`config.mk`:
```
export PLATFORM = sky130hd
export DESIGN_NAME = adc_host_end_flat
export DESIGN_NICKNAME = d
export VERILOG_FILES = /design/src/core/adc_link_pkg.sv /design/src/core/adc_link_if.sv /design/src/core/adc_host_end.sv /design/src/flat_wrapper.sv
export SDC_FILE = /design/constraint.sdc
export NUM_CORES = 1
export LEC_CHECK = 0
export BUFFER_PORTS_ARGS = -buffer_cell sky130_fd_sc_hd__buf_2
export CAP_MARGIN = 5
export CORE_MARGIN = 1
export CORE_UTILIZATION = 60
export CTS_BUF_LIST = sky130_fd_sc_hd__clkbuf_16
export DETAILED_ROUTE_END_ITERATION = 8
export PLACE_DENSITY = 0.79
export SETUP_SLACK_MARGIN = 0.1
export SYNTH_ARGS = -nofsm -noshare
export SYNTH_HDL_FRONTEND = slang
export SYNTH_SLANG_ARGS = --single-unit
export TNS_END_PERCENT = 50
```
`constraint.sdc`:
```
create_clock -name sys_clk_in -period 3.3 [get_ports sys_clk_in]
set_input_delay 0.165 -clock sys_clk_in [delete_from_list [all_inputs] [get_ports sys_clk_in]]
set_output_delay 0.165 -clock sys_clk_in [all_outputs]
set_load 0.03 [all_outputs]
```
`src/core/adc_link_pkg.sv`:
```
package adc_link_pkg;
    // Result width, sign bit included
    localparam int RES_BITS      = 13;
    // System clock period
    localparam int CLK_PS        = 20000;
    // Typical strobe high time at full rate
    localparam int STROBE_HIGH_PS  = 38100;
    localparam int STROBE_HIGH_CYC = (STROBE_HIGH_PS + CLK_PS - 1) / CLK_PS;
    // Nominal link figures; not reachable from a 50 MHz divider
    localparam int SCK_NOM_MHZ   = 105;
    localparam int RATE_NOM_KSPS = 5000;
    // Settling wait after power-on or sleep exit
    localparam int SETTLE_MS     = 10;
    localparam int SETTLE_CYC    = SETTLE_MS * (1000000000 / CLK_PS);
    // Divider half period; covers sync delay on both ends
    localparam int SCK_HALF_CYC  = 8;
    localparam int STROBE_GAP_CYC = 4;
    // Idle strobe counts that mark the power states
    localparam logic [2:0] CNT_RST   = 3'h0;
    localparam logic [2:0] CNT_FIRST = 3'h1;
    localparam logic [2:0] CNT_NAP   = 3'h2;
    localparam logic [2:0] CNT_SLEEP = 3'h4;

    typedef enum logic [1:0] {
        PWR_OP    = 2'b00,
        PWR_NAP   = 2'b01,
        PWR_SLEEP = 2'b10
    } pwr_mode_t;

    typedef enum logic [2:0] {
        H_IDLE    = 3'b000,
        H_STB_HI  = 3'b001,
        H_STB_GAP = 3'b010,
        H_SCK_HI  = 3'b011,
        H_SCK_LO  = 3'b100,
        H_PUSH    = 3'b101,
        H_WAKE_HI = 3'b110,
        H_WAKE_LO = 3'b111
    } host_state_t;

    // Power state implied by the idle strobe count
    function automatic pwr_mode_t mode_of(input logic [2:0] cnt);
        if (cnt >= CNT_SLEEP) begin
            return PWR_SLEEP;
        end else if (cnt >= CNT_NAP) begin
            return PWR_NAP;
        end
        return PWR_OP;
    endfunction

    // Next idle count at a strobe rising edge
    function automatic logic [2:0] next_cnt(input logic [2:0] cnt,
                                            input logic       seen);
        if (seen || cnt >= CNT_SLEEP) begin
            return CNT_FIRST;
        end
        return cnt + 3'h1;
    endfunction
endpackage

```
`src/core/adc_link_if.sv`:
```
`timescale 1ns/1ps
interface adc_link_if;
    logic strobe;   // Conversion strobe, host to device
    logic sck_p;    // Serial clock, positive leg
    logic sck_n;    // Serial clock, negative leg, low in CMOS
    logic sdo_p;    // Serial data, positive leg
    logic sdo_n;    // Serial data, negative leg, low in CMOS

    modport device (
        input  strobe,
        input  sck_p,
        input  sck_n,
        output sdo_p,
        output sdo_n
    );

    modport host (
        output strobe,
        output sck_p,
        output sck_n,
        input  sdo_p,
        input  sdo_n
    );
endinterface

```
`src/core/adc_host_end.sv`:
```
`timescale 1ns/1ps
module adc_host_end #(
    parameter int RES_W    = adc_link_pkg::RES_BITS,
    parameter int SCK_HALF = adc_link_pkg::SCK_HALF_CYC,
    parameter int SETTLE   = adc_link_pkg::SETTLE_CYC
) (
    input  wire logic               sys_clk_in,
    input  wire logic               rst_in,
    input  wire logic               lvds_sel_in,
    input  wire logic               run_in,
    input  wire logic               power_step_in,
    input  wire logic               wake_in,
    input  wire logic               data_ready_in,
    output logic [RES_W-1:0]        data_out,
    output logic                    data_valid_out,
    output logic [1:0]              dev_mode_out,
    output logic                    settled_out,
    output logic                    busy_out,
    adc_link_if.host                link
);
    localparam int TW = $clog2(SETTLE + 1);
    localparam logic [TW-1:0] SETTLE_T = TW'(SETTLE);
    localparam logic [4:0] HALF_T = 5'(SCK_HALF - 1);
    localparam logic [4:0] HI_T   = 5'(adc_link_pkg::STROBE_HIGH_CYC - 1);
    localparam logic [4:0] GAP_T  = 5'(adc_link_pkg::STROBE_GAP_CYC - 1);
    localparam logic [3:0] LAST_B = 4'(RES_W - 1);

    // Shorter halves outrun the two-way sync delay
    if (SCK_HALF < 8 || SCK_HALF > 32 || RES_W > 15 || SETTLE < 1)
    begin : g_chk
        $error("adc_host_end: parameter out of range");
    end

    typedef struct packed {
        adc_link_pkg::host_state_t st;
        logic [4:0]              ph;
        logic [3:0]              bit_idx;
        logic                    pwr_only;
        logic [RES_W-1:0]        sh;
        logic                    strobe;
        logic                    sck;
        logic [1:0]              sdop_s;
        logic [1:0]              sdon_s;
        logic [2:0]              idle_cnt;
        logic                    seen;
        logic                    discard;
        logic [TW-1:0]           settle;
        logic [1:0][RES_W-1:0]   mem;
        logic                    wr_ptr;
        logic                    rd_ptr;
        logic [1:0]              fill;
    } host_state_t;

    host_state_t state_r;
    host_state_t state_nxt;
    adc_link_pkg::pwr_mode_t mode;
    logic                    sdo_lvl;
    logic                    push;
    logic                    pop;

    // Line decode from second sync stages
    always_comb begin
        mode    = adc_link_pkg::mode_of(state_r.idle_cnt);
        sdo_lvl = lvds_sel_in ? (state_r.sdop_s[1] & ~state_r.sdon_s[1])
                              : state_r.sdop_s[1];
        pop     = data_ready_in && state_r.fill != 2'h0;
    end

    // Sequencer, power tracking and two-entry buffer
    always_comb begin
        state_nxt = state_r;
        push = 1'b0;
        state_nxt.sdop_s = {state_r.sdop_s[0], link.sdo_p};
        state_nxt.sdon_s = {state_r.sdon_s[0], link.sdo_n};
        if (state_r.settle != '0) begin
            state_nxt.settle = state_r.settle - 1'b1;
        end
        state_nxt.ph = state_r.ph + 5'h1;
        case (state_r.st)
            adc_link_pkg::H_IDLE: begin
                state_nxt.ph = 5'h0;
                if (wake_in) begin
                    state_nxt.st  = adc_link_pkg::H_WAKE_HI;
                    state_nxt.sck = 1'b1;
                    state_nxt.discard = 1'b1;
                    if (mode == adc_link_pkg::PWR_NAP || (!lvds_sel_in
                        && mode == adc_link_pkg::PWR_SLEEP)) begin
                        state_nxt.idle_cnt = adc_link_pkg::CNT_RST;
                        state_nxt.seen = 1'b1;
                        if (mode == adc_link_pkg::PWR_SLEEP) begin
                            state_nxt.settle = SETTLE_T;
                        end
                    end
                end else if (power_step_in || (run_in
                             && state_r.settle == '0
                             && mode == adc_link_pkg::PWR_OP)) begin
                    state_nxt.st = adc_link_pkg::H_STB_HI;
                    state_nxt.strobe = 1'b1;
                    state_nxt.pwr_only = power_step_in;
                    state_nxt.discard = state_r.discard | power_step_in;
                    state_nxt.idle_cnt = adc_link_pkg::next_cnt(
                        state_r.idle_cnt, state_r.seen);
                    state_nxt.seen = 1'b0;
                    if (mode == adc_link_pkg::PWR_SLEEP) begin
                        state_nxt.settle = SETTLE_T;
                    end
                end
            end
            adc_link_pkg::H_STB_HI: begin
                if (state_r.ph == HI_T) begin
                    state_nxt.st = adc_link_pkg::H_STB_GAP;
                    state_nxt.strobe = 1'b0;
                    state_nxt.ph = 5'h0;
                end
            end
            adc_link_pkg::H_STB_GAP: begin
                if (state_r.ph == GAP_T) begin
                    state_nxt.ph = 5'h0;
                    state_nxt.bit_idx = 4'h0;
                    if (state_r.pwr_only) begin
                        state_nxt.st = adc_link_pkg::H_IDLE;
                    end else begin
                        state_nxt.st = adc_link_pkg::H_SCK_HI;
                        state_nxt.sck = 1'b1;
                        state_nxt.seen = 1'b1;
                    end
                end
            end
            adc_link_pkg::H_SCK_HI: begin
                if (state_r.ph == HALF_T) begin
                    state_nxt.st = adc_link_pkg::H_SCK_LO;
                    state_nxt.sck = 1'b0;
                    state_nxt.ph = 5'h0;
                end
            end
            adc_link_pkg::H_SCK_LO: begin
                if (state_r.ph == HALF_T) begin
                    // Capture just before the next rise
                    state_nxt.sh = {state_r.sh[RES_W-2:0], sdo_lvl};
                    state_nxt.ph = 5'h0;
                    state_nxt.bit_idx = state_r.bit_idx + 4'h1;
                    if (state_r.bit_idx == LAST_B) begin
                        state_nxt.st = adc_link_pkg::H_PUSH;
                    end else begin
                        state_nxt.st = adc_link_pkg::H_SCK_HI;
                        state_nxt.sck = 1'b1;
                    end
                end
            end
            adc_link_pkg::H_PUSH: begin
                // Full buffer stalls the sequencer here
                if (state_r.discard) begin
                    state_nxt.discard = 1'b0;
                    state_nxt.st = adc_link_pkg::H_IDLE;
                end else if (state_r.fill != 2'h2) begin
                    push = 1'b1;
                    state_nxt.mem[state_r.wr_ptr] = state_r.sh;
                    state_nxt.wr_ptr = ~state_r.wr_ptr;
                    state_nxt.st = adc_link_pkg::H_IDLE;
                end
            end
            adc_link_pkg::H_WAKE_HI: begin
                if (state_r.ph == HALF_T) begin
                    state_nxt.st = adc_link_pkg::H_WAKE_LO;
                    state_nxt.sck = 1'b0;
                    state_nxt.ph = 5'h0;
                end
            end
            adc_link_pkg::H_WAKE_LO: begin
                if (state_r.ph == HALF_T) begin
                    state_nxt.st = adc_link_pkg::H_IDLE;
                end
            end
            default: begin
                state_nxt.st = adc_link_pkg::H_IDLE;
            end
        endcase
        if (pop) begin
            state_nxt.rd_ptr = ~state_r.rd_ptr;
        end
        state_nxt.fill = state_r.fill + {1'b0, push} - {1'b0, pop};
    end

    // Reset acts as power-on: settle wait armed, first result dropped
    always_ff @(posedge sys_clk_in or posedge rst_in) begin
        if (rst_in) begin
            state_r         <= '0;
            state_r.settle  <= SETTLE_T;
            state_r.discard <= 1'b1;
        end else begin
            state_r <= state_nxt;
        end
    end

    assign link.strobe    = state_r.strobe;
    assign link.sck_p     = state_r.sck;
    assign link.sck_n     = lvds_sel_in & ~state_r.sck;
    assign data_out       = state_r.mem[state_r.rd_ptr];
    assign data_valid_out = state_r.fill != 2'h0;
    assign dev_mode_out   = mode;
    assign settled_out    = state_r.settle == '0;
    assign busy_out       = state_r.st != adc_link_pkg::H_IDLE;
endmodule // adc_host_end

```
`src/flat_wrapper.sv`:
```
// flat-port wrapper written by rule: the top's interface ports become plain ports
module adc_host_end_flat 
#(
    parameter int RES_W    = adc_link_pkg::RES_BITS,
    parameter int SCK_HALF = adc_link_pkg::SCK_HALF_CYC,
    parameter int SETTLE   = adc_link_pkg::SETTLE_CYC
)
  (sys_clk_in, rst_in, lvds_sel_in, run_in, power_step_in, wake_in, data_ready_in, data_out, data_valid_out, dev_mode_out, settled_out, busy_out, link_strobe, link_sck_p, link_sck_n, link_sdo_p, link_sdo_n);
  adc_link_if link_i ();
  input  wire logic sys_clk_in;
  input  wire logic rst_in;
  input  wire logic lvds_sel_in;
  input  wire logic run_in;
  input  wire logic power_step_in;
  input  wire logic wake_in;
  input  wire logic data_ready_in;
  output logic [RES_W-1:0] data_out;
  output logic data_valid_out;
  output logic [1:0] dev_mode_out;
  output logic settled_out;
  output logic busy_out;
  output wire logic [$bits(link_i.strobe)-1:0] link_strobe;
  output wire logic [$bits(link_i.sck_p)-1:0] link_sck_p;
  output wire logic [$bits(link_i.sck_n)-1:0] link_sck_n;
  input wire logic [$bits(link_i.sdo_p)-1:0] link_sdo_p;
  input wire logic [$bits(link_i.sdo_n)-1:0] link_sdo_n;
  assign link_strobe = link_i.strobe;
  assign link_sck_p = link_i.sck_p;
  assign link_sck_n = link_i.sck_n;
  assign link_i.sdo_p = link_sdo_p;
  assign link_i.sdo_n = link_sdo_n;
  adc_host_end #(.RES_W(RES_W), .SCK_HALF(SCK_HALF), .SETTLE(SETTLE)) u_core (.sys_clk_in(sys_clk_in), .rst_in(rst_in), .lvds_sel_in(lvds_sel_in), .run_in(run_in), .power_step_in(power_step_in), .wake_in(wake_in), .data_ready_in(data_ready_in), .data_out(data_out), .data_valid_out(data_valid_out), .dev_mode_out(dev_mode_out), .settled_out(settled_out), .busy_out(busy_out), .link(link_i));
endmodule
```
### Word level (Yosys, flattened, before mapping)

Cells that the tools add are included.
W data, S select, Z words.

| operators by class | value |
|---|---|
| order comparisons | 5 |
| equality and inequality tests | 30 |
| reductions and logical operators | 32 |
| add/subtract/negate cells | 6 |
| bitwise gates (word level) | 9 |
| mux-type cells | 55 |

Operator list:

| kind | number |
|---|---|
| $mux W19 | 4 |
| $mux W24 | 2 |
| $mux W13 | 3 |
| $pmux W5 S6 | 1 |
| $bwmux W26 | 1 |
| $mux W12 | 2 |
| $mux W3 | 8 |
| $mux W8 | 3 |
| $pmux W3 S8 | 1 |
| $logic_not A19 Y1 | 1 |
| $mux W1 | 19 |
| $reduce_bool A19 Y1 | 1 |
| $sub A19 B1 Y19 const B | 1 |
| $ne A2 B1 Y1 const B | 9 |
| $demux W13 S1 | 1 |
| $eq A3 B3 Y1 const B | 4 |
| $reduce_and A3 Y1 | 4 |
| $reduce_bool A2 Y1 | 6 |
| $ne A2 B2 Y1 const B | 5 |
| $mux W2 | 4 |
| $pmux W4 S2 | 1 |
| $reduce_and A8 Y1 | 1 |
| $reduce_and A7 Y1 | 1 |
| $eq A3 B2 Y1 const B | 2 |
| 35 further kinds | 52 |

| word-level totals | value |
|---|---|
| bits of input ports | 9 |
| output and inout port bits | 21 |
| bits in registers | 86 |
| logic and storage cells | 155 |

### Longest topological paths before layout

| depth | value |
|---|---|
| depth after elaboration | 14 |
| depth in mapped cells | 8 |
| depth with buffers taken out | 8 |

### Least setup slack after synthesis

Ideal clock, no wire load.

| timing path | value |
|---|---|
| path type | register -> register |
| start | reg u_core.state_r[30] |
| end | reg u_core.state_r[73] |
| setup time | 121 ps |
| path slack | 1325 ps |
| arrival time | 1854 ps |
| cell stages (with the launch flop) | 9 |
| clock period less this slack | 1975 ps |
| required time | 3179 ps |
| buffers on the path | 0 |
| cell sequence | dfrtp_1 -> inv_1 -> ha_1 -> nor3b_1 -> and4_1 -> nand2_1 -> inv_2 -> nand4_1 -> a22o_1 |

| between the ends | value |
|---|---|
| word-level cells in the longest chain between the ends | 5 |

Ends and longest elaborated chain:

| item | RTL line | source |
|---|---|---|
| start, declared | adc_host_end.sv:54 | `host_state_t state_r;` |
| start signal, assigned | adc_host_end.sv:191 | `state_r <= state_nxt;` |
| $logic_not A19 Y1 | - |  |
| named net settled_out | flat_wrapper.sv:20 | `output logic settled_out;` |
| $logic_and A1 B1 Y1 | adc_host_end.sv:95 | `&& state_r.settle == '0` |
| $logic_and A1 B1 Y1 | adc_host_end.sv:96 | `&& mode == adc_link_pkg::PWR_OP)) begin` |
| $logic_or A1 B1 Y1 | adc_host_end.sv:94 | `end else if (power_step_in \|\| (run_in` |
| $reduce_and A3 Y1 (no source line) | - |  |

The timed path passes the listed nets, and every way through them passes these cells.
A chain may end at the register's enable or synchronous reset.

### Worst setup path in the final report

| timing path | value |
|---|---|
| start | reg u_core.state_r[30] |
| end | out settled_out |

| between the ends | value |
|---|---|
| word-level cells in the longest chain between the ends | 1 |

Ends and longest elaborated chain:

| item | RTL line | source |
|---|---|---|
| $logic_not A19 Y1 | adc_host_end.sv:201 | `assign settled_out = state_r.settle == '0;` |
| end, declared | flat_wrapper.sv:20 |  |

No other way between the ends.

==> results.tsv <==
metric	value	unit
clockBufferDepth	2	
cts_tree	built	
setup_ws	874.3	ps
crit_chain	inv_1, ha_1, nor3b_1, and4_1, nand2_1, inv_2, buf_2	
max_freq	412.2	MHz
syn-num-nets	379	
tightestPinTransition	891.7	ps
routabilityCongestion	0.8948	
die_area	7297	um^2
synthFlopType	dfrtp_1	
setup_viol	0	
diodes	0	
ys_types	56	
track_usage	0.2319	
post_cts_buffers	0	
relSlewSlack	0.4048	
final_cell_mix	78 x dfrtp_1, 41 x mux2_2, 29 x buf_2, 28 x nor2_1, 25 x nand2_1	
insertion_delay	330	ps
ys_seq_elements	86	
routed_wirelength	7532	um
start_util	0.6180	
violations	negative hold slack	
placed_area	4390	um^2
dp_hpwl	5058	um
stdcell_area	4684	um^2
htree_levels	3	
synth_warnings	0	
ant_nets	0	
dieWidth	85.42	um
fin_crit_sh	0.7351	
setup_tns	0	ps
slew_viol_final	0	
drive_above_1_share	0.2843	
period_minus_slack	2426	ps
area_delta_synth_final	12.20	%
cp_slowest_cell	nor3b_1	
vias	2796	
drv_cap	0	
yosysSeqAreaShare	0.5178	
rsz0062_at_grt	no	
via_per_inst	5.813	
drt_iter0_markers	105	
cts_root_buf	clkbuf_16	
core-area	6756	um^2
crit_family	simple AND/OR/NAND/NOR gates	
synthArstFlopShare	1.000	
wire_per_inst	15.66	um
postSynthCellCount	361	
synth-edff-count	0	
path_class	reg2out	
max-vdd-ir-drop	550.8	uV
layout.nets	414	
place_ws	957.5	ps
syn-mean-instance-area	11.57	um^2
hold_viol_final	15	
grt_pass1_wl	13170	um
first_global_vias	2831	
skew	4.334	ps
num_io_pins	30	
path_buf_inv	3	
grt_overflow_total	0	
hold_ws	-3.065	ps
grt_antenna_before_repair	0	
io_buffer_count	29	
grt_max_degree	54	
required	3130	ps
min_path_type	in2async	
mostFrequentLayoutCell	dfrtp_1	
synth_top_area_frac	0.4675	
clkTransAtPathRegs	60	ps
yosysTopAreaCell	dfrtp_1	
die_y	85.42	um
arrival	2260	ps
firstDrtPassIters	4	
outcome	finished, violations left	
cts_buffers	9	
syn_area	4175	um^2
num_rows	30	
end_kind	output pin	
synth.area.top_cells	dfrtp_1 47%, mux2_2 11%, dfstp_2 5.0%	
drc	0	
worstPathMaxFanout	5	
cp-start-kind	flip-flop	
p_leak	2.212	nW
critPathMaxStageDelay	420	ps
power.density	738.4	nW/um^2
clock-sinks	86	
final cells by class:
class | count | area [um^2]
Clock inverter | 7 | 48.80
Multi-Input combinational cell | 250 | 1899
Sequential cell | 86 | 2162
Fill cell | 502 | 2072
Timing Repair Buffer | 35 | 195.2
Clock buffer | 9 | 225.2
Tap cell | 80 | 100.1
Inverter | 14 | 53.80
power by group:
| group | internal (mW) | switching [mW] | leakage (nW) |
|---|---|---|---|
| Clock | 0.511 | 0.416 | 0.126 |
| Sequential | 1.29 | 0.327 | 1.09 |
| Combinational | 0.408 | 0.509 | 0.994 |
| Total | 2.21 | 1.25 | 2.21 |
repair_timing:
| action | 4_1_cts | 5_1_grt |
|---|---|---|
| hold buffers | 2 | 0 |
| gates resized for setup | 0 | 0 |
| endpoints found under the hold margin | 2 | 0 |
registers in the layout, indices dropped and copies added (netlist names):
signal              count
u_core.state_r         82
u_core.state_nxt        2
u_core.link.sck_p       1
u_core.link.strobe      1
synth_stat cells (4+ instances only):
cell type	number
nor2_1	28
nand4_1	6
buf_2	4
dfstp_2	8
and2_1	4
mux2_1	10
ha_1	9
clkbuf_1	5
nand2_1	25
nor2b_1	4
xnor2_1	7
o22ai_1	4
a21oi_1	12
inv_1	11
nand3_1	9
mux2_2	41
o31ai_1	4
nand2b_1	4
nor3_1	9
dfrtp_1	78
mux2i_1	5
xor2_1	12
o21ai_0	11
metal layers:
metal | track usage | up-vias | routed length (um)
met1 | 0.3136 | 1371 | 3651
met3 | 0.03599 | 15 | 215
li1 | - | 1353 | -
met2 | 0.3665 | 57 | 3485
met5 | 0 | - | 0
met4 | 0.1167 | 0 | 178
path summary, 6_finish.rpt:
check                                startpoint                 end  slack (ps)  depth (start not counted)
hold / removal                           rst_in  u_core.state_r[74]          -3                          2
max in group asynchronous                rst_in  u_core.state_r[49]        2470                          3
min in group sys_clk_in           power_step_in  u_core.state_r[73]         110                          2
setup reg to reg             u_core.state_r[84]  u_core.state_r[10]         990                          5
setup / recovery             u_core.state_r[30]         settled_out         870                          7
hold reg to reg            u_core.state_nxt[57]  u_core.state_r[57]         350                          0
through the flow:
stage               utilization  instances  total power [mW]
global placement         0.6498        463             2.496
global route             0.6933        481             3.694
detailed placement       0.6498        463             2.539
CTS                      0.6933        481             3.487
floorplan                     -        361             2.302
finish                   0.6933        481             3.459
kinds of logic (layout without fill, tap and decap cells):
group / Yosys count / count (layout) / share of synthesized area
buffers and inverters: 25 / 65 / 0.02727
flip-flops: 86 / 86 / 0.5178
adder cells (fa/ha/maj): 9 / 9 / 0.02697
AND/OR/NAND/NOR: 118 / 118 / 0.1585
XOR/XNOR: 19 / 19 / 0.03986
AO/OA/AOI/OAI: 48 / 48 / 0.08001
multiplexers: 56 / 56 / 0.1495
No activity file was read; power rests on OpenSTA's default activity.
